===== src/sfcd_regs.svh =====
`ifndef SFCD_REGS_SVH
`define SFCD_REGS_SVH
// opcodes used by the controller
`define SFCD_OP_WREN       8'h06
`define SFCD_OP_RD_VLOCK   8'he8
`define SFCD_OP_WR_VLOCK   8'he5
`define SFCD_OP_RD_NVLOCK  8'he2
`define SFCD_OP_WR_NVLOCK  8'he3
`define SFCD_OP_ER_NVLOCK  8'he4
`define SFCD_OP_RD_FREEZE  8'ha7
`define SFCD_OP_WR_FREEZE  8'ha6
`define SFCD_OP_WAKE       8'hab
`define SFCD_OP_BULK_A     8'hc7
`define SFCD_OP_BULK_B     8'h60
`define SFCD_OP_SUSPEND    8'h75
`define SFCD_OP_RESUME     8'h7a
`define SFCD_OP_RD_GPREG   8'h96
`define SFCD_OP_RD_DISC    8'h5a
`define SFCD_OP_FAST_RD    8'h0b
// frame shape constants
`define SFCD_ADDR3         3'h3
`define SFCD_ADDR4         3'h4
`define SFCD_FIXED_DUMMY   5'h08
`define SFCD_GPREG_LEN     7'h40
`define SFCD_LANES1        2'h0
`define SFCD_LANES2        2'h1
`define SFCD_LANES4        2'h2
`define SFCD_CLK_HALF      4'h2
`endif


===== src/sfcd_pkg.sv =====
package sfcd_pkg;
  // protocol of the opcode phase
  typedef enum logic [1:0] {
    SFCD_PROTO_EXT  = 2'h0,
    SFCD_PROTO_DUAL = 2'h1,
    SFCD_PROTO_QUAD = 2'h2
  } sfcd_proto_t;
  // frame sequencer states, one-hot
  typedef enum logic [6:0] {
    SFCD_IDLE  = 7'h01,
    SFCD_WREN  = 7'h02,
    SFCD_GAP   = 7'h04,
    SFCD_OPC   = 7'h08,
    SFCD_ADR   = 7'h10,
    SFCD_DUM   = 7'h20,
    SFCD_DAT   = 7'h40
  } sfcd_state_t;
endpackage


===== src/sfcd_fifo.sv =====
`timescale 1ns/100ps
// small synchronous fifo with valid/ready on both sides
module sfcd_fifo #(
  parameter int WIDTH = 8,
  parameter int DEPTH = 32
) (
  // clock and reset
  input  wire logic             clk,
  input  wire logic             rst,
  // fill side
  input  wire logic             in_valid,
  output logic                  in_ready,
  input  wire logic [WIDTH-1:0] in_data,
  // drain side
  output logic                  out_valid,
  input  wire logic             out_ready,
  output logic [WIDTH-1:0]      out_data
);
  localparam int AW = $clog2(DEPTH);
  typedef struct packed {
    logic [AW-1:0] wp;
    logic [AW-1:0] rp;
    logic [AW:0]   cnt;
  } sfcd_fifo_st_t;
  sfcd_fifo_st_t     st_q, st_d;
  logic [WIDTH-1:0]  mem [DEPTH];
  logic              push, pop;

  // handshakes and flags
  assign in_ready  = (st_q.cnt != (AW+1)'(DEPTH));
  assign out_valid = (st_q.cnt != '0);
  assign out_data  = mem[st_q.rp];
  assign push      = in_valid && in_ready;
  assign pop       = out_valid && out_ready;

  // pointer and count update
  always_comb begin
    st_d = st_q;
    if (push) st_d.wp = (st_q.wp == AW'(DEPTH-1)) ? '0 : st_q.wp + 1'b1;
    if (pop) st_d.rp = (st_q.rp == AW'(DEPTH-1)) ? '0 : st_q.rp + 1'b1;
    st_d.cnt = st_q.cnt + (AW+1)'(push) - (AW+1)'(pop);
  end

  always_ff @(posedge clk) begin
    if (rst) st_q <= '0;
    else st_q <= st_d;
    if (push) mem[st_q.wp] <= in_data;
  end
endmodule // sfcd_fifo


===== src/sfcd_host.sv =====
`timescale 1ns/100ps
`include "sfcd_regs.svh"
// Functional notes
// - opcode on 1/2/4 lanes per protocol; address/data lanes set per command
// - erase, lock and freeze writes get a separate write enable first
// - discovery-parameter read always has exactly 8 dummy clocks after address
// - general-purpose register read always has exactly 8 dummy clocks after opcode
// - E8h reads volatile lock bits: 3 address bytes, no dummy, stream
// - E5h writes volatile lock bits: 3 address bytes, no dummy, one byte
// - E2h reads nonvolatile lock bits: 4 address bytes, no dummy, stream
// - E3h sets nonvolatile lock bit: 4 address bytes, no data
// - E4h erases all nonvolatile lock bits: opcode only
// - A7h reads freeze bit: no address or dummy, single lane only
// - A6h sets freeze bit: opcode only, after write enable
// - ABh wakes from deep power-down: opcode only
module sfcd_host #(
  parameter int DEPTH = 32,
  parameter int CLK_HALF = 2
) (
  // system clock and reset
  input  wire logic       clk_sys,
  input  wire logic       rst,
  // link clock input (unused; this end makes sck from clk_sys)
  input  wire logic       clk_link,
  // user command
  input  wire logic       cmd_valid,
  output logic            cmd_ready,
  input  wire logic [7:0] cmd_opcode,
  input  wire logic [31:0] cmd_addr,
  input  wire logic [1:0] cmd_proto,
  input  wire logic [1:0] cmd_lanes,
  input  wire logic [4:0] cmd_dummy,
  input  wire logic [15:0] cmd_len,
  input  wire logic [7:0] cmd_wdata,
  // read data stream
  output logic            rd_valid,
  input  wire logic       rd_ready,
  output logic [7:0]      rd_data,
  output logic            busy,
  // flash pins
  output logic            sel_n,
  output logic            sck,
  output logic [3:0]      serial_data_lane_o,
  output logic [3:0]      serial_data_lane_oe,
  input  wire logic [3:0] serial_data_lane_i
);
  // frame shape decode of an opcode
  function automatic logic [2:0] fn_addr_bytes(input logic [7:0] op);
    case (op)
      `SFCD_OP_RD_VLOCK, `SFCD_OP_WR_VLOCK, `SFCD_OP_RD_DISC,
      `SFCD_OP_FAST_RD: fn_addr_bytes = `SFCD_ADDR3;
      `SFCD_OP_RD_NVLOCK, `SFCD_OP_WR_NVLOCK: fn_addr_bytes = `SFCD_ADDR4;
      default: fn_addr_bytes = 3'h0;
    endcase
  endfunction
  function automatic logic fn_is_read(input logic [7:0] op);
    case (op)
      `SFCD_OP_RD_VLOCK, `SFCD_OP_RD_NVLOCK, `SFCD_OP_RD_FREEZE,
      `SFCD_OP_RD_GPREG, `SFCD_OP_RD_DISC, `SFCD_OP_FAST_RD: fn_is_read = 1'b1;
      default: fn_is_read = 1'b0;
    endcase
  endfunction
  function automatic logic fn_needs_wren(input logic [7:0] op);
    case (op)
      `SFCD_OP_WR_VLOCK, `SFCD_OP_WR_NVLOCK, `SFCD_OP_ER_NVLOCK, `SFCD_OP_WR_FREEZE,
      `SFCD_OP_BULK_A, `SFCD_OP_BULK_B: fn_needs_wren = 1'b1;
      default: fn_needs_wren = 1'b0;
    endcase
  endfunction
  function automatic logic [4:0] fn_dummy(input logic [7:0] op, input logic [4:0] cfg);
    case (op)
      `SFCD_OP_RD_GPREG, `SFCD_OP_RD_DISC: fn_dummy = `SFCD_FIXED_DUMMY;
      `SFCD_OP_FAST_RD: fn_dummy = cfg;
      // lock, freeze and opcode-only frames carry no dummy clocks
      default: fn_dummy = 5'h00;
    endcase
  endfunction
  function automatic logic [2:0] fn_bits(input logic [1:0] l);
    fn_bits = (l == `SFCD_LANES4) ? 3'h4 : (l == `SFCD_LANES2) ? 3'h2 : 3'h1;
  endfunction

  // frame sequencer state; addr_q, the lane sync flops and the fifo are kept outside it
  typedef struct packed {
    sfcd_pkg::sfcd_state_t st;
    logic [7:0]  op;
    logic [31:0] sh;
    logic [2:0]  abytes;
    logic [1:0]  plane;
    logic [1:0]  dlane;
    logic [4:0]  dum;
    logic [15:0] len;
    logic [5:0]  bit_left;
    logic [7:0]  wdat;
    logic        rd;
    logic        sck;
    logic [3:0]  div;
    logic [7:0]  rx;
    logic [2:0]  rxn;
    logic        push;
    logic [7:0]  pdat;
  } sfcd_st_t;
  sfcd_st_t st_q, st_d;
  // link pins sampled through two flops
  logic [3:0] lane_s1_q, lane_s2_q;
  logic       fifo_ready;
  logic       rise, fall;
  logic [2:0] nb;
  logic [31:0] addr_q;

  always_ff @(posedge clk_sys) begin
    lane_s1_q <= serial_data_lane_i;
    lane_s2_q <= lane_s1_q;
  end

  // this end makes the serial clock from clk_sys; clk_link is unused
  assign rise = (st_q.div == 4'(CLK_HALF - 1)) && !st_q.sck;
  assign fall = (st_q.div == 4'(CLK_HALF - 1)) && st_q.sck;
  assign nb   = fn_bits((st_q.st == sfcd_pkg::SFCD_OPC || st_q.st == sfcd_pkg::SFCD_WREN) ?
                        st_q.plane : st_q.dlane);
  assign cmd_ready = (st_q.st == sfcd_pkg::SFCD_IDLE);
  assign busy      = !cmd_ready;
  assign sel_n     = (st_q.st == sfcd_pkg::SFCD_IDLE) || (st_q.st == sfcd_pkg::SFCD_GAP);
  assign sck       = st_q.sck;
  // drive lanes from the top of the shift register
  always_comb begin
    serial_data_lane_o  = 4'h0;
    serial_data_lane_oe = 4'h0;
    case (nb)
      3'h4: serial_data_lane_o = st_q.sh[31:28];
      3'h2: serial_data_lane_o = {2'h0, st_q.sh[31:30]};
      default: serial_data_lane_o = {3'h0, st_q.sh[31]};
    endcase
    if (!sel_n && st_q.st != sfcd_pkg::SFCD_DUM && st_q.st != sfcd_pkg::SFCD_DAT)
      serial_data_lane_oe = (nb == 3'h4) ? 4'hf : (nb == 3'h2) ? 4'h3 : 4'h1;
    else if (st_q.st == sfcd_pkg::SFCD_DAT && !st_q.rd)
      serial_data_lane_oe = (nb == 3'h4) ? 4'hf : (nb == 3'h2) ? 4'h3 : 4'h1;
  end

  // frame sequencer
  always_comb begin
    st_d = st_q;
    st_d.push = 1'b0;
    // serial clock stalls while a read has nowhere to put its byte
    if (sel_n) begin
      st_d.div = 4'h0;
      st_d.sck = 1'b0;
    end else if (!(st_q.st == sfcd_pkg::SFCD_DAT && st_q.rd && !fifo_ready)) begin
      st_d.div = (st_q.div == 4'(CLK_HALF - 1)) ? 4'h0 : st_q.div + 4'h1;
      if (st_q.div == 4'(CLK_HALF - 1)) st_d.sck = !st_q.sck;
    end
    case (st_q.st)
      sfcd_pkg::SFCD_IDLE: begin
        if (cmd_valid) begin
          st_d.op     = cmd_opcode;
          st_d.abytes = fn_addr_bytes(cmd_opcode);
          st_d.rd     = fn_is_read(cmd_opcode);
          st_d.dum    = fn_dummy(cmd_opcode, cmd_dummy);
          // freeze read only exists single-lane
          st_d.plane  = (cmd_opcode == `SFCD_OP_RD_FREEZE) ? `SFCD_LANES1 : cmd_proto;
          st_d.dlane  = (cmd_opcode == `SFCD_OP_RD_FREEZE) ? `SFCD_LANES1 : cmd_lanes;
          st_d.len    = (cmd_opcode == `SFCD_OP_WR_VLOCK) ? 16'h0001 : cmd_len;
          st_d.wdat   = cmd_wdata;
          st_d.sh     = {cmd_addr[31:0]};
          st_d.rxn    = 3'h0;
          st_d.rx     = 8'h00;
          if (fn_needs_wren(cmd_opcode)) begin
            st_d.st = sfcd_pkg::SFCD_WREN;
            st_d.pdat = cmd_opcode;
            st_d.sh = {`SFCD_OP_WREN, 24'h0};
          end else begin
            st_d.st = sfcd_pkg::SFCD_OPC;
            st_d.pdat = cmd_opcode;
            st_d.sh = {cmd_opcode, 24'h0};
          end
          st_d.bit_left = 6'h08;
          st_d.push = 1'b0;
        end
      end
      sfcd_pkg::SFCD_WREN, sfcd_pkg::SFCD_OPC, sfcd_pkg::SFCD_ADR: begin
        if (fall) begin
          st_d.sh = st_q.sh << nb;
          if (st_q.bit_left <= 6'(nb)) begin
            if (st_q.st == sfcd_pkg::SFCD_WREN) st_d.st = sfcd_pkg::SFCD_GAP;
            else if (st_q.st == sfcd_pkg::SFCD_OPC && st_q.abytes != 3'h0) begin
              st_d.st = sfcd_pkg::SFCD_ADR;
              st_d.sh = (st_q.abytes == `SFCD_ADDR4) ? addr_q : {addr_q[23:0], 8'h00};
              st_d.bit_left = {st_q.abytes, 3'h0};
            end else if (st_q.dum != 5'h0) st_d.st = sfcd_pkg::SFCD_DUM;
            else if (st_q.rd || st_q.len != 16'h0) begin
              st_d.st = sfcd_pkg::SFCD_DAT;
              st_d.sh = {st_q.wdat, 24'h0};
              st_d.bit_left = 6'h08;
            end else st_d.st = sfcd_pkg::SFCD_IDLE;
          end else st_d.bit_left = st_q.bit_left - 6'(nb);
        end
      end
      sfcd_pkg::SFCD_GAP: begin
        st_d.st = sfcd_pkg::SFCD_OPC; // deselect between frames
        st_d.sh = {st_q.op, 24'h0}; // reload the real opcode
        st_d.bit_left = 6'h08;
      end
      sfcd_pkg::SFCD_DUM: begin
        if (fall) begin
          st_d.dum = st_q.dum - 5'h1;
          if (st_q.dum == 5'h1) begin
            st_d.st = sfcd_pkg::SFCD_DAT;
            st_d.sh = {st_q.wdat, 24'h0};
            st_d.bit_left = 6'h08;
          end
        end
      end
      sfcd_pkg::SFCD_DAT: begin
        if (st_q.rd && fall && fifo_ready) begin
          // gather read bits late in the high phase, past the two sync flops
          case (nb)
            3'h4: st_d.rx = {st_q.rx[3:0], lane_s2_q};
            3'h2: st_d.rx = {st_q.rx[5:0], lane_s2_q[1:0]};
            default: st_d.rx = {st_q.rx[6:0], lane_s2_q[1]};
          endcase
          st_d.rxn = st_q.rxn + nb;
          if (st_q.rxn + nb == 4'h8 || 4'(st_q.rxn) + 4'(nb) == 4'h8) begin
            st_d.rxn = 3'h0;
            st_d.push = 1'b1;
            st_d.len = st_q.len - 16'h1;
            if (st_q.len == 16'h1) st_d.st = sfcd_pkg::SFCD_IDLE;
          end
        end else if (!st_q.rd && fall) begin
          st_d.sh = st_q.sh << nb;
          if (st_q.bit_left <= 6'(nb)) begin
            st_d.len = st_q.len - 16'h1;
            st_d.st = sfcd_pkg::SFCD_IDLE; // single data byte
          end else st_d.bit_left = st_q.bit_left - 6'(nb);
        end
      end
      default: st_d.st = sfcd_pkg::SFCD_IDLE;
    endcase
  end

  always_ff @(posedge clk_sys) begin
    if (rst) begin
      st_q    <= '0;
      st_q.st <= sfcd_pkg::SFCD_IDLE;
      addr_q  <= 32'h0;
    end else begin
      st_q <= st_d;
      if (cmd_valid && cmd_ready) addr_q <= cmd_addr;
    end
  end

  // read data fifo; a full fifo holds off the sampling step
  sfcd_fifo #(.WIDTH(8), .DEPTH(DEPTH)) u_fifo (
    .clk       (clk_sys),
    .rst       (rst),
    .in_valid  (st_q.push),
    .in_ready  (fifo_ready),
    .in_data   (st_q.rx),
    .out_valid (rd_valid),
    .out_ready (rd_ready),
    .out_data  (rd_data)
  );
endmodule // sfcd_host


===== config.mk =====
export PLATFORM = sky130hd
export DESIGN_NAME = sfcd_host
export DESIGN_NICKNAME = d
export VERILOG_FILES = /design/src/sfcd_pkg.sv /design/src/sfcd_fifo.sv /design/src/sfcd_host.sv
export VERILOG_INCLUDE_DIRS = /design/src
export SDC_FILE = /design/constraint.sdc
export NUM_CORES = 1
export LEC_CHECK = 0
export BUFFER_PORTS_ARGS = -buffer_cell sky130_fd_sc_hd__buf_4
export CORE_UTILIZATION = 62
export DETAILED_ROUTE_END_ITERATION = 10
export PLACE_DENSITY = 0.91
export SYNTH_ARGS = -nofsm -noshare
export SYNTH_HDL_FRONTEND = slang
export SYNTH_SLANG_ARGS = --single-unit

===== constraint.sdc =====
create_clock -name clk_sys -period 5.07 [get_ports clk_sys]
set_input_delay 0.507 -clock clk_sys [delete_from_list [all_inputs] [get_ports clk_sys]]
set_output_delay 0.507 -clock clk_sys [all_outputs]
set_load 0.05 [all_outputs]

==> out/metrics.yaml <==
holdWs_ns: 0.0314
synthArstFlopShare: 0
synth_area_mm2: 0.0199
power_frac_comb: 0.284
syn_inst: 1654
synth_top_area_frac: 0.387
io_buffer_count: 101
place_hpwl_mm: 31.1
avgRoutedWirePerCell_um: 22.9
numCtsBuffers: 42
synth-edff-count: 256
tightest_slew_ns: 1.35
pwr-share-clk: 0.317
dieArea_mm2: 0.0328
gpl.final_weighted_congestion: 0.875
start_util: 0.629
final_common_cell: "edfxtp_1"
avgSynthCellArea_um2: 12.0
intPower_mw: 6.76
maxCapViolations: 0
max_stage_delay_ns: 0.49
setup_viol: 0
area_growth_pct: 12.1
crit_slowest_cell: "nor4_4"
fin_crit_ns: 4.51
drt_iter0_markers: 1816
overflow: 0
power.density_mw_per_mm2: 461
grt_pass1_vias: 13600
placed_cells: 2058
path_max_fanout: 46
grt_pass1_wl_mm: 76.4
worstPathCellList: "nor4_4 > nand2_1 > nor2_1 > mux2_2 > inv_1 > ha_2 > buf_4 > xor2_1 > ha_1 > a21oi_1 > xnor2_1 > a2111oi_0 > buf_4 > a221o_1 > buf_4 > o21ai_0 > a22oi_1 > nor2_1"
power.leakage_nw: 7.55
p_sw_mw: 3.51
stdcell_count: 2136
ys_seq_area_frac: 0.555
rsz0062_at_grt: "no"
pwr-share-seq: 0.399
crit_path_start: "st_q[114]$_SDFFE_PP0P_"
finalWorstSetupSlack_ns: 0.556
syn-num-nets: 1769
tritoncts: "built"
r2r_start: "st_q[114]$_SDFFE_PP0P_"
antenna_found_initial: 0
final.setup_skew_ns: 0.0458
slew_headroom: 0.101
avgViaCountPerCell: 6.68
htreeDepth: 2
ys_seq_elements: 423
synthDistinctLibCells: 82
vias: 14300
setup_tns_ns: 0
ys_warn_count: 0
io_pins: 103
rows: 65
fmaxAchievable_mhz: 222
grt_max_degree: 62
cts_sinks: 423
post_cts_buffers: 0
critPathMostFrequentCell: "buf_4"
hold_viol: 0
cts.clk_slew.worst_paths_ns: 0.07
switching_share: 0.342
status: "finished, final reports clean"
worstPathRequired_ns: 5.51
path_class: "register to register"
n_antenna_cell: 0
pre_cts_slack_ns: 0.651
dr.pass1.iters: 6
ant_nets: 0
cts_hold_buf: 0
drc_errors: 0
ir_drop_mv: 0.402
wirelength_mm: 48.9
synth_top_area_cell: "edfxtp_1"
synth_ff_type: "edfxtp_1"
crit_family: "buffers and inverters"
insertion_delay_ns: 0.58
cts_buffer_depth: 3
die_h_um: 181
grt.total_usage: 0.299
cts_repair_resize_count: 0
path_buf_inv: 4
synth_area_leaders: "edfxtp_1 39%, dfxtp_1 17%, mux4_2 12%"
layout.nets: 1815
endpoint_kind: "register"
die_x_um: 181
worstSetupStartpointType: "register"
cts-root-buf: "clkbuf_16"
min_path_type: "primary input to register"
finalCritPeriodShare: 0.890
core-area_mm2: 0.0316
hold_start: "serial_data_lane_i[0]"
maxSlewViolCount: 0
worstPathArrival_ns: 4.95
most-common-layout-cells: "256 x edfxtp_1, 198 x nand2_1, 165 x dfxtp_1"
drive_gt1_frac: 0.194
[worst paths after layout]
| kind | to | slack, ns | depth (start not counted) |
|---|---|---|---|
| max reg2reg | st_q[45]$_SDFFE_PP0P_ | 0.56 | 18 |
| max | st_q[45]$_SDFFE_PP0P_ | 0.56 | 18 |
| min reg2reg | lane_s2_q[3]$_DFF_P_ | 0.33 | 0 |
| min | lane_s1_q[0]$_DFF_P_ | 0.03 | 1 |
[sequential cells by signal (all words and copies together) (netlist names), named ones only]
register and flops:
u_fifo.mem 256, st_q 105, addr_q 32, u_fifo.st_q 16
lane_s1_q 4, lane_s2_q 4, sck 1
[power groups by stage]
stage	clock network, mW	logic, mW	registers, mW
finish	3.25	2.91	4.10
global route	3.40	3.16	4.13
CTS	3.26	2.87	4.09
detailed placement	0	2.83	4.16
global placement	0	2.73	4.14
floorplan	0	2.27	4.02
[worst register-to-register path, cell delays in order, from the launching register on]
cell and delay (ns):
dfxtp_1 0.37, nor4_4 0.49, nand2_1 0.10, nor2_1 0.22, mux2_2 0.44, inv_1 0.11, ha_2 0.18, buf_4 0.45
xor2_1 0.17, ha_1 0.22, a21oi_1 0.15, xnor2_1 0.10, a2111oi_0 0.30, buf_4 0.20, a221o_1 0.13, buf_4 0.31
o21ai_0 0.16, a22oi_1 0.21, nor2_1 0.06
[cells in the mapped netlist, types with 4 or more instances]
cell / n
edfxtp_1: 256
nand2_1: 198
dfxtp_1: 167
nor2_1: 132
a21oi_1: 113
mux4_2: 107
clkbuf_1: 80
nor3_1: 62
o21ai_0: 60
a22oi_1: 45
mux2i_1: 42
inv_1: 40
ha_1: 32
buf_2: 25
nand3_1: 23
o21ai_1: 17
a211o_1: 16
a31oi_1: 16
xnor2_1: 14
nor2b_1: 13
a211oi_1: 12
mux2_2: 12
buf_1: 11
xor2_1: 10
and3_1: 9
nor3b_1: 9
a221oi_1: 7
and2_1: 7
nor4_1: 7
or4_1: 7
o22ai_1: 6
or3_1: 6
a22o_1: 5
a32o_1: 5
nand3b_1: 5
o211ai_1: 5
a21o_1: 4
and4b_1: 4
nand2b_1: 4
o311ai_0: 4
[cell families after synthesis]
kind of cell,Yosys count,synth area share
mux,161,0.149
flops,423,0.555
simple gates,505,0.119
fa+ha+maj,33,0.0212
buf+inv,160,0.0328
compound gates,348,0.112
xor+xnor,24,0.0106
[final cells by class]
type                       count  area [um^2]
clock buffer                  56         1230
clock inverter                22          245
fill                        2026         9290
inverter                      40          150
multi-input combinational   1071         8190
sequential                   423        11000
tap                          402          503
timing repair buffer         122          916
[layer usage]
layer  GRT usage  share of wire
met1       0.391           0.39
met2       0.524           0.51
met3      0.0345          0.068
met4      0.0919          0.030
met5           0              0
[per-stage QoR]
step | area (um^2) | total power, mW | utilization
4_1_cts | 22300 | 10.2 | 0.706
5_1_grt | 22300 | 10.7 | 0.706
2_1_floorplan | 19900 | 6.29 | -
6_report | 22300 | 10.3 | 0.706
3_3_place_gp | 20800 | 6.87 | 0.659
3_5_place_dp | 20800 | 6.99 | 0.659
Note: power is estimated with default switching activity, not from simulation.
